### src/logic/timer8_pkg.sv
// Package with register offsets, field positions, reset values and mode codes of the timer.
package timer8_pkg;

    // Register port geometry.
    localparam int ADDR_W = 4;
    localparam int DATA_W = 8;

    // Register offsets.
    localparam logic [3:0] OFS_CTRL_A = 4'h0;
    localparam logic [3:0] OFS_CTRL_B = 4'h1;
    localparam logic [3:0] OFS_CTRL_C = 4'h2;
    localparam logic [3:0] OFS_COUNT = 4'h3;
    localparam logic [3:0] OFS_CMP_A = 4'h4;
    localparam logic [3:0] OFS_CMP_B = 4'h5;
    localparam logic [3:0] OFS_FLAGS = 4'h6;
    localparam logic [3:0] OFS_PORT_OUT = 4'h7;
    localparam logic [3:0] OFS_PORT_DIR = 4'h8;

    // Field positions in timer_ctrl_a.
    localparam int CTRL_A_SEL_A_HI = 7;
    localparam int CTRL_A_SEL_A_LO = 6;
    localparam int CTRL_A_SEL_B_HI = 5;
    localparam int CTRL_A_SEL_B_LO = 4;
    localparam int CTRL_A_MODE_HI = 1;
    localparam int CTRL_A_MODE_LO = 0;
    // Field position in timer_ctrl_b.
    localparam int CTRL_B_MODE_HI_BIT = 3;
    // Field positions in timer_ctrl_c (write-only strobes).
    localparam int CTRL_C_FORCE_A = 7;
    localparam int CTRL_C_FORCE_B = 6;
    // Field positions in the flag register.
    localparam int FLAG_OVF = 0;
    localparam int FLAG_CMP_A = 1;
    localparam int FLAG_CMP_B = 2;
    // Bit of channel A and channel B in the port registers.
    localparam int PORT_BIT_A = 0;
    localparam int PORT_BIT_B = 1;

    // Reset values.
    localparam logic [7:0] RST_BYTE = 8'h00;
    localparam logic [1:0] RST_PORT = 2'h0;
    localparam logic RST_STATE = 1'b0;

    // Count extremes.
    localparam logic [7:0] COUNT_MAX = 8'hFF;
    localparam logic [7:0] COUNT_BOTTOM = 8'h00;
    localparam logic [7:0] COUNT_STEP = 8'h01;

    // Waveform generation mode codes.
    localparam logic [2:0] MODE_NORMAL = 3'h0;
    localparam logic [2:0] MODE_CLEAR_ON_MATCH = 3'h2;
    localparam logic [2:0] MODE_FAST_PWM_MAX = 3'h3;
    localparam logic [2:0] MODE_FAST_PWM_CMP = 3'h7;

    // Output action select codes.
    localparam logic [1:0] ACT_NONE = 2'h0;
    localparam logic [1:0] ACT_TOGGLE = 2'h1;
    localparam logic [1:0] ACT_CLEAR = 2'h2;
    localparam logic [1:0] ACT_SET = 2'h3;

endpackage

### src/logic/timer8_wave.sv
// Eight-bit timer with compare output units and port pin override.
//
// What this block does
// - Waveform output states clear to zero on system reset.
// - Nonzero action select drives pin from waveform state, not port register.
// - Pin direction stays with direction register; software sets output first.
// - Pin override depends only on action select, not on mode.
// - Action select zero leaves output state unchanged on matches, every mode.
// - New action select acts at next match; force strobe acts now, non-PWM.
// - Counting depends only on mode field, never on action select.
// - PWM: select picks polarity; non-PWM: select sets, clears or toggles.
// - Mode zero increments and wraps 0xFF to 0x00; count writable anytime.
// - Normal mode sets overflow flag as count becomes zero; only sets.
// - Overflow flag clears automatically when its interrupt is executed.
// - Mode two clears count when equal to compare value A.
// - Clear-on-match mode sets compare A flag at each top reach.
// - No compare A buffering there; value below count means wrap first.
// - Toggle select on channel A toggles every match; zero gives half rate.
// - Clear-on-match mode sets overflow flag on wrap from maximum to zero.
// - Modes three and seven are fast PWM; top is 0xFF or compare A.
// - Fast PWM non-inverting clears on match, sets at bottom; inverting opposite.
// - Fast PWM counts to top, then clears at next timer tick.
// - Fast PWM select two is non-inverted, three inverted.
// - Fast PWM sets overflow flag each time count passes from top to bottom.
// - PWM toggle works on channel A only with mode high bit set.
// - Compare equality sets its flag on the next timer tick.
module timer8_wave (
    // Clock and reset.
    input wire logic clk,
    input wire logic rst_n,
    // Timer clock enable from the prescaler or external source.
    input wire logic timer_tick,
    // Interrupt executed acknowledges.
    input wire logic ovf_int_ack,
    input wire logic cmp_a_int_ack,
    input wire logic cmp_b_int_ack,
    // Register port.
    input wire logic [3:0] reg_addr,
    input wire logic [7:0] reg_wdata,
    input wire logic reg_wr,
    input wire logic reg_rd,
    output logic [7:0] reg_rdata,
    // Port pins of the two compare outputs.
    output logic pin_a_out,
    output logic pin_a_oe_n,
    output logic pin_b_out,
    output logic pin_b_oe_n,
    // Status.
    output logic [7:0] count_value,
    output logic overflow_flag,
    output logic compare_a_flag,
    output logic compare_b_flag
);

    logic [7:0] timer_ctrl_a_reg;
    logic timer_ctrl_b_reg;
    logic [7:0] count_reg;
    logic [7:0] count_next;
    logic [7:0] compare_value_a_reg;
    logic [7:0] compare_value_b_reg;
    logic [7:0] cmp_a_buf_reg;
    logic [7:0] cmp_b_buf_reg;
    logic ovf_reg;
    logic ovf_next;
    logic cmp_a_flag_reg;
    logic cmp_a_flag_next;
    logic cmp_b_flag_reg;
    logic cmp_b_flag_next;
    logic [1:0] port_out_reg;
    logic [1:0] port_dir_reg;
    logic block_reg;
    logic [7:0] rdata_reg;
    logic [7:0] rdata_next;
    logic pin_a_reg;
    logic pin_b_reg;
    logic oe_a_n_reg;
    logic oe_b_n_reg;

    // Register decode.
    wire wr_ctrl_a = reg_wr && (reg_addr == timer8_pkg::OFS_CTRL_A);
    wire wr_ctrl_b = reg_wr && (reg_addr == timer8_pkg::OFS_CTRL_B);
    wire wr_ctrl_c = reg_wr && (reg_addr == timer8_pkg::OFS_CTRL_C);
    wire wr_count = reg_wr && (reg_addr == timer8_pkg::OFS_COUNT);
    wire wr_cmp_a = reg_wr && (reg_addr == timer8_pkg::OFS_CMP_A);
    wire wr_cmp_b = reg_wr && (reg_addr == timer8_pkg::OFS_CMP_B);
    wire wr_flags = reg_wr && (reg_addr == timer8_pkg::OFS_FLAGS);
    wire wr_port_out = reg_wr && (reg_addr == timer8_pkg::OFS_PORT_OUT);
    wire wr_port_dir = reg_wr && (reg_addr == timer8_pkg::OFS_PORT_DIR);

    // Mode field assembled from two registers.
    wire [2:0] wave_gen_mode_sel = {timer_ctrl_b_reg,
        timer_ctrl_a_reg[timer8_pkg::CTRL_A_MODE_HI:timer8_pkg::CTRL_A_MODE_LO]};
    wire [1:0] out_action_sel_a =
        timer_ctrl_a_reg[timer8_pkg::CTRL_A_SEL_A_HI:timer8_pkg::CTRL_A_SEL_A_LO];
    wire [1:0] out_action_sel_b =
        timer_ctrl_a_reg[timer8_pkg::CTRL_A_SEL_B_HI:timer8_pkg::CTRL_A_SEL_B_LO];

    // Counting follows only the mode field.
    wire mode_normal = wave_gen_mode_sel == timer8_pkg::MODE_NORMAL;
    wire clear_on_match_mode = wave_gen_mode_sel == timer8_pkg::MODE_CLEAR_ON_MATCH;
    // Two fast PWM codes with different tops.
    wire mode_fpwm_cmp = wave_gen_mode_sel == timer8_pkg::MODE_FAST_PWM_CMP;
    wire mode_fast_pwm = (wave_gen_mode_sel == timer8_pkg::MODE_FAST_PWM_MAX) || mode_fpwm_cmp;
    wire mode_non_pwm = mode_normal || clear_on_match_mode;
    wire mode_known = mode_non_pwm || mode_fast_pwm;

    wire [7:0] top_value = mode_fpwm_cmp ? compare_value_a_reg : timer8_pkg::COUNT_MAX;
    wire at_top = count_reg == top_value;
    wire at_max = count_reg == timer8_pkg::COUNT_MAX;
    wire eq_a = count_reg == compare_value_a_reg;
    wire eq_b = count_reg == compare_value_b_reg;

    // Equality seen during a tick period counts at the next tick.
    // A count write blocks matches at the following tick, so a preload never fires.
    wire match_a = timer_tick && eq_a && !block_reg && mode_known;
    wire match_b = timer_tick && eq_b && !block_reg && mode_known;
    // Counter leaves top for bottom on the tick after reaching it.
    wire bottom_evt = timer_tick && mode_fast_pwm && at_top && !wr_count;

    wire force_a = wr_ctrl_c && reg_wdata[timer8_pkg::CTRL_C_FORCE_A];
    wire force_b = wr_ctrl_c && reg_wdata[timer8_pkg::CTRL_C_FORCE_B];

    // Normal and clear-on-match overflow on wrap from maximum.
    // Same wrap rule in clear-on-match mode.
    // Fast PWM overflow each time count leaves top for bottom.
    wire ovf_set = timer_tick && !wr_count
        && ((mode_non_pwm && at_max) || (mode_fast_pwm && at_top));

    // Count moves only on a timer tick or a count write.
    always_comb begin
        count_next = count_reg;
        if (wr_count) begin
            count_next = reg_wdata;
        end else if (timer_tick) begin
            if (mode_normal) begin
                count_next = count_reg + timer8_pkg::COUNT_STEP;
            end else if (clear_on_match_mode) begin
                // Only equality clears, so a low top wraps first.
                count_next = eq_a ? timer8_pkg::COUNT_BOTTOM
                    : count_reg + timer8_pkg::COUNT_STEP;
            end else if (mode_fast_pwm) begin
                count_next = at_top ? timer8_pkg::COUNT_BOTTOM
                    : count_reg + timer8_pkg::COUNT_STEP;
            end
        end
    end

    // Flags: a hardware set wins over a clear in the same cycle.
    always_comb begin
        ovf_next = ovf_reg;
        if (ovf_int_ack || (wr_flags && reg_wdata[timer8_pkg::FLAG_OVF])) begin
            ovf_next = 1'b0;
        end
        if (ovf_set) begin
            ovf_next = 1'b1;
        end
        cmp_a_flag_next = cmp_a_flag_reg;
        if (cmp_a_int_ack || (wr_flags && reg_wdata[timer8_pkg::FLAG_CMP_A])) begin
            cmp_a_flag_next = 1'b0;
        end
        // Compare A flag on every compare A match, in every known mode.
        if (match_a) begin
            cmp_a_flag_next = 1'b1;
        end
        cmp_b_flag_next = cmp_b_flag_reg;
        if (cmp_b_int_ack || (wr_flags && reg_wdata[timer8_pkg::FLAG_CMP_B])) begin
            cmp_b_flag_next = 1'b0;
        end
        if (match_b) begin
            cmp_b_flag_next = 1'b1;
        end
    end

    // Read data is shown only in the cycle after the read strobe.
    always_comb begin
        rdata_next = timer8_pkg::RST_BYTE;
        if (reg_rd) begin
            unique case (reg_addr)
                timer8_pkg::OFS_CTRL_A: rdata_next = timer_ctrl_a_reg;
                timer8_pkg::OFS_CTRL_B: begin
                    rdata_next[timer8_pkg::CTRL_B_MODE_HI_BIT] = timer_ctrl_b_reg;
                end
                timer8_pkg::OFS_COUNT: rdata_next = count_reg;
                timer8_pkg::OFS_CMP_A: rdata_next = cmp_a_buf_reg;
                timer8_pkg::OFS_CMP_B: rdata_next = cmp_b_buf_reg;
                timer8_pkg::OFS_FLAGS: begin
                    rdata_next[timer8_pkg::FLAG_OVF] = ovf_reg;
                    rdata_next[timer8_pkg::FLAG_CMP_A] = cmp_a_flag_reg;
                    rdata_next[timer8_pkg::FLAG_CMP_B] = cmp_b_flag_reg;
                end
                timer8_pkg::OFS_PORT_OUT: rdata_next[1:0] = port_out_reg;
                timer8_pkg::OFS_PORT_DIR: rdata_next[1:0] = port_dir_reg;
                default: rdata_next = timer8_pkg::RST_BYTE;
            endcase
        end
    end

    // Control and port registers.
    always_ff @(posedge clk or negedge rst_n) begin
        if (!rst_n) begin
            timer_ctrl_a_reg <= timer8_pkg::RST_BYTE;
            timer_ctrl_b_reg <= 1'b0;
            port_out_reg <= timer8_pkg::RST_PORT;
            port_dir_reg <= timer8_pkg::RST_PORT;
        end else begin
            if (wr_ctrl_a) begin
                timer_ctrl_a_reg <= reg_wdata;
            end
            if (wr_ctrl_b) begin
                timer_ctrl_b_reg <= reg_wdata[timer8_pkg::CTRL_B_MODE_HI_BIT];
            end
            if (wr_port_out) begin
                port_out_reg <= reg_wdata[1:0];
            end
            if (wr_port_dir) begin
                port_dir_reg <= reg_wdata[1:0];
            end
        end
    end

    // Counter, match blocking and flags.
    always_ff @(posedge clk or negedge rst_n) begin
        if (!rst_n) begin
            count_reg <= timer8_pkg::RST_BYTE;
            block_reg <= 1'b0;
            ovf_reg <= 1'b0;
            cmp_a_flag_reg <= 1'b0;
            cmp_b_flag_reg <= 1'b0;
        end else begin
            count_reg <= count_next;
            if (wr_count) begin
                block_reg <= 1'b1;
            end else if (timer_tick) begin
                block_reg <= 1'b0;
            end
            ovf_reg <= ovf_next;
            cmp_a_flag_reg <= cmp_a_flag_next;
            cmp_b_flag_reg <= cmp_b_flag_next;
        end
    end

    // Compare values: direct in non-PWM modes, reloaded at bottom in fast PWM.
    always_ff @(posedge clk or negedge rst_n) begin
        if (!rst_n) begin
            cmp_a_buf_reg <= timer8_pkg::RST_BYTE;
            cmp_b_buf_reg <= timer8_pkg::RST_BYTE;
            compare_value_a_reg <= timer8_pkg::RST_BYTE;
            compare_value_b_reg <= timer8_pkg::RST_BYTE;
        end else begin
            if (wr_cmp_a) begin
                cmp_a_buf_reg <= reg_wdata;
            end
            if (wr_cmp_b) begin
                cmp_b_buf_reg <= reg_wdata;
            end
            // Unbuffered compare A outside fast PWM.
            if (wr_cmp_a && !mode_fast_pwm) begin
                compare_value_a_reg <= reg_wdata;
            end else if (bottom_evt) begin
                compare_value_a_reg <= cmp_a_buf_reg;
            end
            if (wr_cmp_b && !mode_fast_pwm) begin
                compare_value_b_reg <= reg_wdata;
            end else if (bottom_evt) begin
                compare_value_b_reg <= cmp_b_buf_reg;
            end
        end
    end

    logic wave_out_a;
    logic wave_out_b;

    // Channel A toggles on every match in clear-on-match mode.
    wave_out_channel #(
        .TOGGLE_IN_PWM(1'b1)
    ) u_chan_a (
        .clk(clk),
        .rst_n(rst_n),
        .match_evt(match_a),
        .bottom_evt(bottom_evt),
        .force_evt(force_a),
        .out_action_sel(out_action_sel_a),
        .non_pwm_mode(mode_non_pwm),
        .fast_pwm_mode(mode_fast_pwm),
        .wave_gen_mode_hi_bit(timer_ctrl_b_reg),
        .wave_out_state(wave_out_a)
    );

    wave_out_channel #(
        .TOGGLE_IN_PWM(1'b0)
    ) u_chan_b (
        .clk(clk),
        .rst_n(rst_n),
        .match_evt(match_b),
        .bottom_evt(bottom_evt),
        .force_evt(force_b),
        .out_action_sel(out_action_sel_b),
        .non_pwm_mode(mode_non_pwm),
        .fast_pwm_mode(mode_fast_pwm),
        .wave_gen_mode_hi_bit(timer_ctrl_b_reg),
        .wave_out_state(wave_out_b)
    );

    // Override picks the waveform state when selector is nonzero.
    // The mode plays no part in the override.
    wire pin_a_next = (out_action_sel_a != timer8_pkg::ACT_NONE) ? wave_out_a
        : port_out_reg[timer8_pkg::PORT_BIT_A];
    wire pin_b_next = (out_action_sel_b != timer8_pkg::ACT_NONE) ? wave_out_b
        : port_out_reg[timer8_pkg::PORT_BIT_B];

    // Pins are registered, which costs one cycle of latency but keeps them glitch free.
    always_ff @(posedge clk or negedge rst_n) begin
        if (!rst_n) begin
            pin_a_reg <= 1'b0;
            pin_b_reg <= 1'b0;
            oe_a_n_reg <= 1'b1;
            oe_b_n_reg <= 1'b1;
            rdata_reg <= timer8_pkg::RST_BYTE;
        end else begin
            pin_a_reg <= pin_a_next;
            pin_b_reg <= pin_b_next;
            // Direction comes from the direction register alone.
            oe_a_n_reg <= ~port_dir_reg[timer8_pkg::PORT_BIT_A];
            oe_b_n_reg <= ~port_dir_reg[timer8_pkg::PORT_BIT_B];
            rdata_reg <= rdata_next;
        end
    end

    assign reg_rdata = rdata_reg;
    assign pin_a_out = pin_a_reg;
    assign pin_b_out = pin_b_reg;
    assign pin_a_oe_n = oe_a_n_reg;
    assign pin_b_oe_n = oe_b_n_reg;
    assign count_value = count_reg;
    assign overflow_flag = ovf_reg;
    assign compare_a_flag = cmp_a_flag_reg;
    assign compare_b_flag = cmp_b_flag_reg;

endmodule

### src/logic/wave_out_channel.sv
// One compare output channel: the waveform output state flip-flop and its actions.
module wave_out_channel #(
    parameter bit TOGGLE_IN_PWM = 1'b0
) (
    // Clock and reset.
    input wire logic clk,
    input wire logic rst_n,
    // Events from the counter and the force strobe.
    input wire logic match_evt,
    input wire logic bottom_evt,
    input wire logic force_evt,
    // Configuration.
    input wire logic [1:0] out_action_sel,
    input wire logic non_pwm_mode,
    input wire logic fast_pwm_mode,
    input wire logic wave_gen_mode_hi_bit,
    // State.
    output logic wave_out_state
);

    logic state_next;
    logic nonpwm_hit;
    logic pwm_toggle_ok;

    // Forcing acts at once in non-PWM modes.
    assign nonpwm_hit = non_pwm_mode & (match_evt | force_evt);
    // PWM toggle only on channel A with high mode bit.
    assign pwm_toggle_ok = TOGGLE_IN_PWM & wave_gen_mode_hi_bit;

    always_comb begin
        state_next = wave_out_state;
        // Action zero leaves the state alone.
        if (out_action_sel != timer8_pkg::ACT_NONE) begin
            if (nonpwm_hit) begin
                unique case (out_action_sel)
                    timer8_pkg::ACT_TOGGLE: state_next = ~wave_out_state;
                    timer8_pkg::ACT_CLEAR: state_next = 1'b0;
                    timer8_pkg::ACT_SET: state_next = 1'b1;
                    default: state_next = wave_out_state;
                endcase
            end else if (fast_pwm_mode) begin
                // Match and bottom edges; bottom wins if both.
                unique case (out_action_sel)
                    timer8_pkg::ACT_TOGGLE: begin
                        if (match_evt && pwm_toggle_ok) begin
                            state_next = ~wave_out_state;
                        end
                    end
                    timer8_pkg::ACT_CLEAR: begin
                        if (bottom_evt) begin
                            state_next = 1'b1;
                        end else if (match_evt) begin
                            state_next = 1'b0;
                        end
                    end
                    timer8_pkg::ACT_SET: begin
                        if (bottom_evt) begin
                            state_next = 1'b0;
                        end else if (match_evt) begin
                            state_next = 1'b1;
                        end
                    end
                    default: state_next = wave_out_state;
                endcase
            end
        end
    end

    always_ff @(posedge clk or negedge rst_n) begin
        if (!rst_n) begin
            wave_out_state <= timer8_pkg::RST_STATE;
        end else begin
            wave_out_state <= state_next;
        end
    end

endmodule

### config.mk
export PLATFORM = sky130hd
export DESIGN_NAME = timer8_wave
export DESIGN_NICKNAME = d
export VERILOG_FILES = /design/src/logic/timer8_pkg.sv /design/src/logic/timer8_wave.sv /design/src/logic/wave_out_channel.sv
export SDC_FILE = /design/constraint.sdc
export NUM_CORES = 1
export LEC_CHECK = 0
export ABC_AREA = 1
export BUFFER_PORTS_ARGS = -buffer_cell sky130_fd_sc_hd__buf_2
export CORE_ASPECT_RATIO = 1.2
export CORE_MARGIN = 4
export CORE_UTILIZATION = 35
export CTS_CLUSTER_SIZE = 20
export DETAILED_ROUTE_END_ITERATION = 12
export PLACE_DENSITY_LB_ADDON = 0.12
export SKIP_LAST_GASP = 1
export SLEW_MARGIN = 30
export SYNTH_ARGS = -nofsm -noshare
export SYNTH_HDL_FRONTEND = slang
export SYNTH_HIERARCHICAL = 1
export SYNTH_SLANG_ARGS = --single-unit
### constraint.sdc
create_clock -name clk -period 3.9 [get_ports clk]
set_clock_uncertainty 0.1 [all_clocks]
set_input_delay 1.17 -clock clk [delete_from_list [all_inputs] [get_ports clk]]
set_output_delay 1.17 -clock clk [all_outputs]
set_load 0.1 [all_outputs]
Yosys cells after proc, flatten, opt, wreduce, memory -nomap -nowiden. Index checks and enable logic that the tools add are counted.

Bits in registers: 71. Bits in latches: 0. Bits in writable memories: 0. ROM bits: 0. Output and inout port bits: 23. Word-level logic and storage cells: 158. Memories kept: 0.

Add/subtract/negate cells: 1. $mul: 0. Div/mod/pow operators: 0. $lt $le $gt $ge: 0. Equal/unequal tests: 26. Shifts and indexed selects: 0. Multiplexer cells: 44. Bitwise logic cells: 8. Reduce and logical (&&, ||, !) cells: 59.

Operators with widths (number): two-way mux 8 bit (13); logical AND 1 bit (30); equality test 8 bit (3); two-way mux 1 bit (23); nonzero test 2 bit (10); equality test 4 x 3 -> 1 bit (second input constant) (4); inequality test 4 x 2 -> 1 bit (second input constant) (4); one-hot mux 4 bit (4 select lines) (1); one-hot mux 2 bit (7 select lines) (1); AND reduction 6 bit (2); one-hot mux 1 bit (5 select lines) (2); one-hot mux 1 bit (3 select lines) (3); nonzero test 3 bit (3); adder 8 x 1 -> 8 bit (second input constant) (1); equality test 2 bit (second input constant) (4); equality test 4 x 2 -> 1 bit (second input constant) (2); equality test 8 bit (second input constant) (1); logical OR 1 bit (7); equality test 3 x 2 -> 1 bit (second input constant) (2); equality test 2 x 1 -> 1 bit (second input constant) (2); equality test 4 x 1 -> 1 bit (second input constant) (1); equality test 4 bit (second input constant) (1); logical NOT 4 bit (1); inverter 1 bit (4); 9 further kinds (13).

Longest topological paths before layout.
Depth after elaboration: 9. Gate-level depth with buffers: 17. Depth with buffers taken out: 16.

By module. Netlist, hierarchy kept.

Modules (own cells, without submodules): timer8_wave (times used 1, cells an instance 478, area an instance 3651.0 µm², seq. area each 1729.2 µm²); wave_out_channel (u_chan_a) (times used 1, cells an instance 28, area an instance 143.9 µm², seq. area each 25.0 µm²); wave_out_channel (u_chan_b) (times used 1, cells an instance 23, area an instance 116.4 µm², seq. area each 25.0 µm²).

Worst setup path after synthesis. No wires, ideal clock.

Path type: reg-to-reg. Start: register count_reg[5], in the netlist count_value[5]. End: register u_chan_a.wave_out_state. Arrival: 2425 ps. Data required time: 3684 ps. Path slack: 1259 ps. Cell stages (with the launch flop): 17. Buffers on the path: 1. Path through: dfrtp_1 > inv_1 > nand2_1 > nand2_1 > nor2_1 > nand3_1 > nor2_2 > nand3_1 > buf_2 > inv_1 > nor2_1 > nor2_1 > nand2_1 > nand2_1 > nand2_1 > nand2_1 > nand2_1.

RTL lines: start, declared (line timer8_wave.sv:57) `logic [7:0] count_reg;`; start signal, assigned (line timer8_wave.sv:224) `count_reg <= timer8_pkg::RST_BYTE;`; start signal, assigned (line timer8_wave.sv:230) `count_reg <= count_next;`; equality test 8 bit * (line timer8_wave.sv:108) `wire at_top = count_reg == top_value;`; logical AND 1 bit * (2 in a row) (line timer8_wave.sv:118) `wire bottom_evt = timer_tick && mode_fast_pwm && at_top && !wr_count;`; via bottom_evt (line timer8_wave.sv:118); two-way mux 1 bit (on tied branches) (line wave_out_channel.sv:57, wave_out_channel.sv:50); one-hot mux 1 bit (3 select lines) (line wave_out_channel.sv:43) `unique case (out_action_sel)`; two-way mux 1 bit (line wave_out_channel.sv:41) `end else if (fast_pwm_mode) begin`; two-way mux 1 bit (line wave_out_channel.sv:34) `if (nonpwm_hit) begin`; end signal, assigned (line wave_out_channel.sv:71) `wave_out_state <= timer8_pkg::RST_STATE;`; end signal, assigned (line wave_out_channel.sv:73) `wave_out_state <= state_next;`; end, declared (line wave_out_channel.sv:18) `output logic wave_out_state`.

Mark *: on every way through the listed nets, which the timed path passes. The rest lies on a longest branch. The select of a mux whose other input is x is not followed. A chain may end at the register's enable or synchronous reset.

Worst setup path in the final report.
Start: input port reg_addr[1]. End: register u_chan_a.wave_out_state.

Cells in the longest elaborated chain, start to end: 8.

Ends and longest elaborated chain: start, declared (line timer8_wave.sv:38) `input wire logic [3:0] reg_addr,`; equality test 4 x 2 -> 1 bit * (line timer8_wave.sv:83) `wire wr_count = reg_wr && (reg_addr == timer8_pkg::OFS_COUNT);`; logical AND 1 bit * (line timer8_wave.sv:83); logical NOT 1 bit * (line timer8_wave.sv:118); logical AND 1 bit * (line timer8_wave.sv:118); via bottom_evt (line timer8_wave.sv:118); two-way mux 1 bit (on tied branches) (line wave_out_channel.sv:57, wave_out_channel.sv:50); one-hot mux 1 bit (3 select lines) (line wave_out_channel.sv:43); two-way mux 1 bit (line wave_out_channel.sv:41); two-way mux 1 bit (line wave_out_channel.sv:34).

Marked as above.

==> out/metrics.yaml <==
outcome:
  status: "finished, final reports clean"
grt:
  grt_pass1_wl_um: 19760
  track_usage_pct: 19.92
  antenna_found_initial: 0
  grt_max_degree: 72
  grt_overflow_total: 0
  grt_pass1_vias: 3588
timing:
  final.min_clock_period_ns: 2.759
  worst_pin_slew_ns: 0.8061
  rsz0062_at_grt: "false"
  slew_headroom_pct: 45.77
  finalCritPeriodShare_pct: 70.75
  setup-tns-final_ns: 0
  clock.fmax_mhz: 362.4
  hold_viol: 0
  setup_viol: 0
  finalMaxSlewViolations: 0
final_layout:
  final_cell_mix: "nand2_1, dfrtp_1, o21ai_0"
  final_nets: 591
  seqCellArea_um2: 1779
  multiInputGateArea_um2: 1809
  antennaDiodeCount: 0
  final_common_cell: "nand2_1"
  utilization_pct: 41.29
  drive_gt1_share_pct: 14.26
  area_growth_pct: 15.93
  fillCellCount: 1130
die:
  die_width_um: 104.5
  dieArea_um2: 12940
  fp.dieH_um: 123.8
  coreArea_um2: 10980
  io_pins: 43
  rows: 42
  start_util_pct: 35.61
clock_tree:
  cts.sinks: 71
  cts-root-buf: "clkbuf_16"
  cts.clk_slew.worst_paths_ns: 0.06
  cts_max_level: 3
  tritoncts: "yes"
  cts_made_buffers: 9
  worstSkewPairLatency_ns: 0.34
  post_cts_buffers: 0
  clock_path_buffers: 2
  ctsResizeCount: 0
  cts_hold_buf: 0
worst_setup_path:
  cp_max_fo: 11
  r2r_start: "timer_ctrl_b_reg$_DFFE_PN0P_"
  worstSetupPathType: "primary input to register"
  cp-start-kind: "primary input"
  reg2regPathDepth: 11
  crit_chain: "buf_2, nand2_1, inv_2, nand2_2, inv_2, nand2_1, nand2_1, nor2_1, nand3_1, inv_1, nor2_1, nor2_1, nand2_1, a21oi_1, nand2_1, nand2_1"
  cp_top_family: "simple AND/OR/NAND/NOR gates"
  cp.arrival_ns: 2.94
  cpPeakStageDelay_ns: 0.27
  cpMostUsedCell: "nand2_1"
  reg2reg_to: "u_chan_a/wave_out_state$_DFFE_PN0P_"
  end_kind: "register"
  ff2ff_setup_slack_ns: 1.33
  slowest_stage: "nand2_1"
  cp.depth: 16
  critical_path_required_ns: 4.08
  crit_buf_inv: 4
yosys:
  syn_avg_cell_area_um2: 7.394
  synth_fp_nets: 550
  syn_inst: 529
  netlist-cell-type-count: 35
  synth-seq-cells: 71
  syn_area_um2: 3911
  ys_seq_area_share_pct: 45.49
  synth_warnings: 6
placement:
  port_buffers: 42
  routabilityCongestion: 0.9050
  dp_hpwl_um: 8828
hold_path:
  hold_path_depth: 1
  worstHoldEndpoint: "pin_b_oe_n$_DFF_PN1_"
  min_path_type: "register to register"
  min-delay-start: "port_dir_reg[1]$_DFFE_PN0P_"
power_and_ir_drop:
  ir_drop_v: 0.0003685
  power_density_nw_per_um2: 685.5
  p_leak_nw: 2.364
drt:
  drt-wirelength-per-cell_um: 17.35
  viasPerCell: 5.194
  drt-initial-drc-count: 275
  postRouteAntennaNets: 0
  vias: 3672
  drt_first_pass_iters: 7
  drc_errors: 0
  wl_um: 12270
flow_run:
  cap_violations: 0
synth_stat cells:
cell	number	area, um^2
buf_2	5	25.02
dfstp_2	2	52.55
nand2_2	1	6.260
or2_1	1	6.260
clkbuf_2	1	5.000
dfrtp_1	69	1727
xor2_1	10	87.58
ha_1	1	12.51
a21oi_1	6	30.03
nand4_1	13	81.33
nand3_4	1	17.52
inv_1	64	240.2
o21ai_1	3	15.01
nor2_1	30	112.6
nor2_2	4	25.02
o22ai_1	9	56.30
o211ai_1	1	7.510
mux2_2	2	22.52
nor2_4	1	11.26
o221ai_1	2	17.52
o21ai_0	65	325.3
o21ai_2	2	17.52
nand3_2	1	10.01
a221oi_1	4	35.03
clkbuf_1	6	22.52
inv_2	5	18.77
buf_6	1	11.26
nand2_1	171	641.9
nor3_1	4	20.02
nand3_1	33	165.2
or2_2	2	12.51
a31oi_1	3	18.77
nor4_1	2	12.51
o31ai_1	1	7.510
nand2_4	3	33.78
per-stage QoR:
step	hold WS [ns]	setup WS, ns	cells	area [um^2]	power (mW)
5_1_grt	0.3310	0.9288	707	4534	3.285
3_5_place_dp	0.2929	0.8322	691	4233	2.255
2_1_floorplan	0.2705	1.259	529	3911	1.953
4_1_cts	0.3032	1.184	707	4531	3.111
3_3_place_gp	0.2945	0.9120	691	4233	2.251
6_report	0.3016	1.141	707	4534	3.108
cells by family (layout without fill, tap and decap cells):
group | Yosys count | in the layout | synth area share [%]
and+or+nand+nor | 267 | 267 | 29.56
xor gates and xnor gates | 10 | 10 | 2.239
buffers and inverters | 82 | 128 | 8.253
muxes | 2 | 2 | 0.5758
AOI/OAI and AO/OA | 96 | 96 | 13.56
adders and majority gates | 1 | 1 | 0.3198
DFF | 71 | 71 | 45.49
worst register-to-register path, cell delays in order (launching register included):
cell,delay (ns)
dfrtp_1,0.46
nor2_1,0.34
inv_1,0.11
nand2_1,0.13
nand2_1,0.08
nor4_1,0.70
nor2_1,0.11
nor2_1,0.12
nand2_1,0.08
a21oi_1,0.15
nand2_1,0.07
nand2_1,0.05
power by group:
group	internal (mW)	switching (mW)	total, mW
combinational	0.274	0.858	1.13
clock	0.501	0.354	0.854
sequential	0.899	0.223	1.12
final cells by class:
type / instances / area share [%]
Clock inverter: 6 / 1.518
Tap cell: 132 / 3.642
Multi-Input combinational cell: 376 / 39.90
Clock buffer: 10 / 5.050
Inverter: 69 / 5.712
Sequential cell: 71 / 39.24
Timing Repair Buffer: 43 / 4.939
per-layer routing:
metal / part of all wire, % / wire length (um) / vias up / track usage [%]
li1: - / - / 1796 / -
met1: 46 / 5606 / 1762 / 26.41
met2: 48 / 5836 / 99 / 32.35
met3: 4.3 / 522 / 15 / 4.355
met4: 2.4 / 300 / 0 / 7.066
met5: 0 / 0 / - / 0
how the worst max path moves through the flow:
| stage | start | end | slack (ns) |
|---|---|---|---|
| finish | reg_addr[1] | u_chan_a/wave_out_state$_DFFE_PN0P_ | 1.14 |
| global route | reg_addr[1] | u_chan_a/wave_out_state$_DFFE_PN0P_ | 0.93 |
| CTS | reg_addr[1] | u_chan_a/wave_out_state$_DFFE_PN0P_ | 1.18 |
| detailed placement | reg_addr[1] | u_chan_a/wave_out_state$_DFFE_PN0P_ | 0.83 |
| global placement | reg_addr[1] | u_chan_a/wave_out_state$_DFFE_PN0P_ | 0.91 |
| floorplan | count_value[5]$_DFFE_PN0P_ | u_chan_a/wave_out_state$_DFFE_PN0P_ | 1.26 |
(Power assumes the default switching activity.)
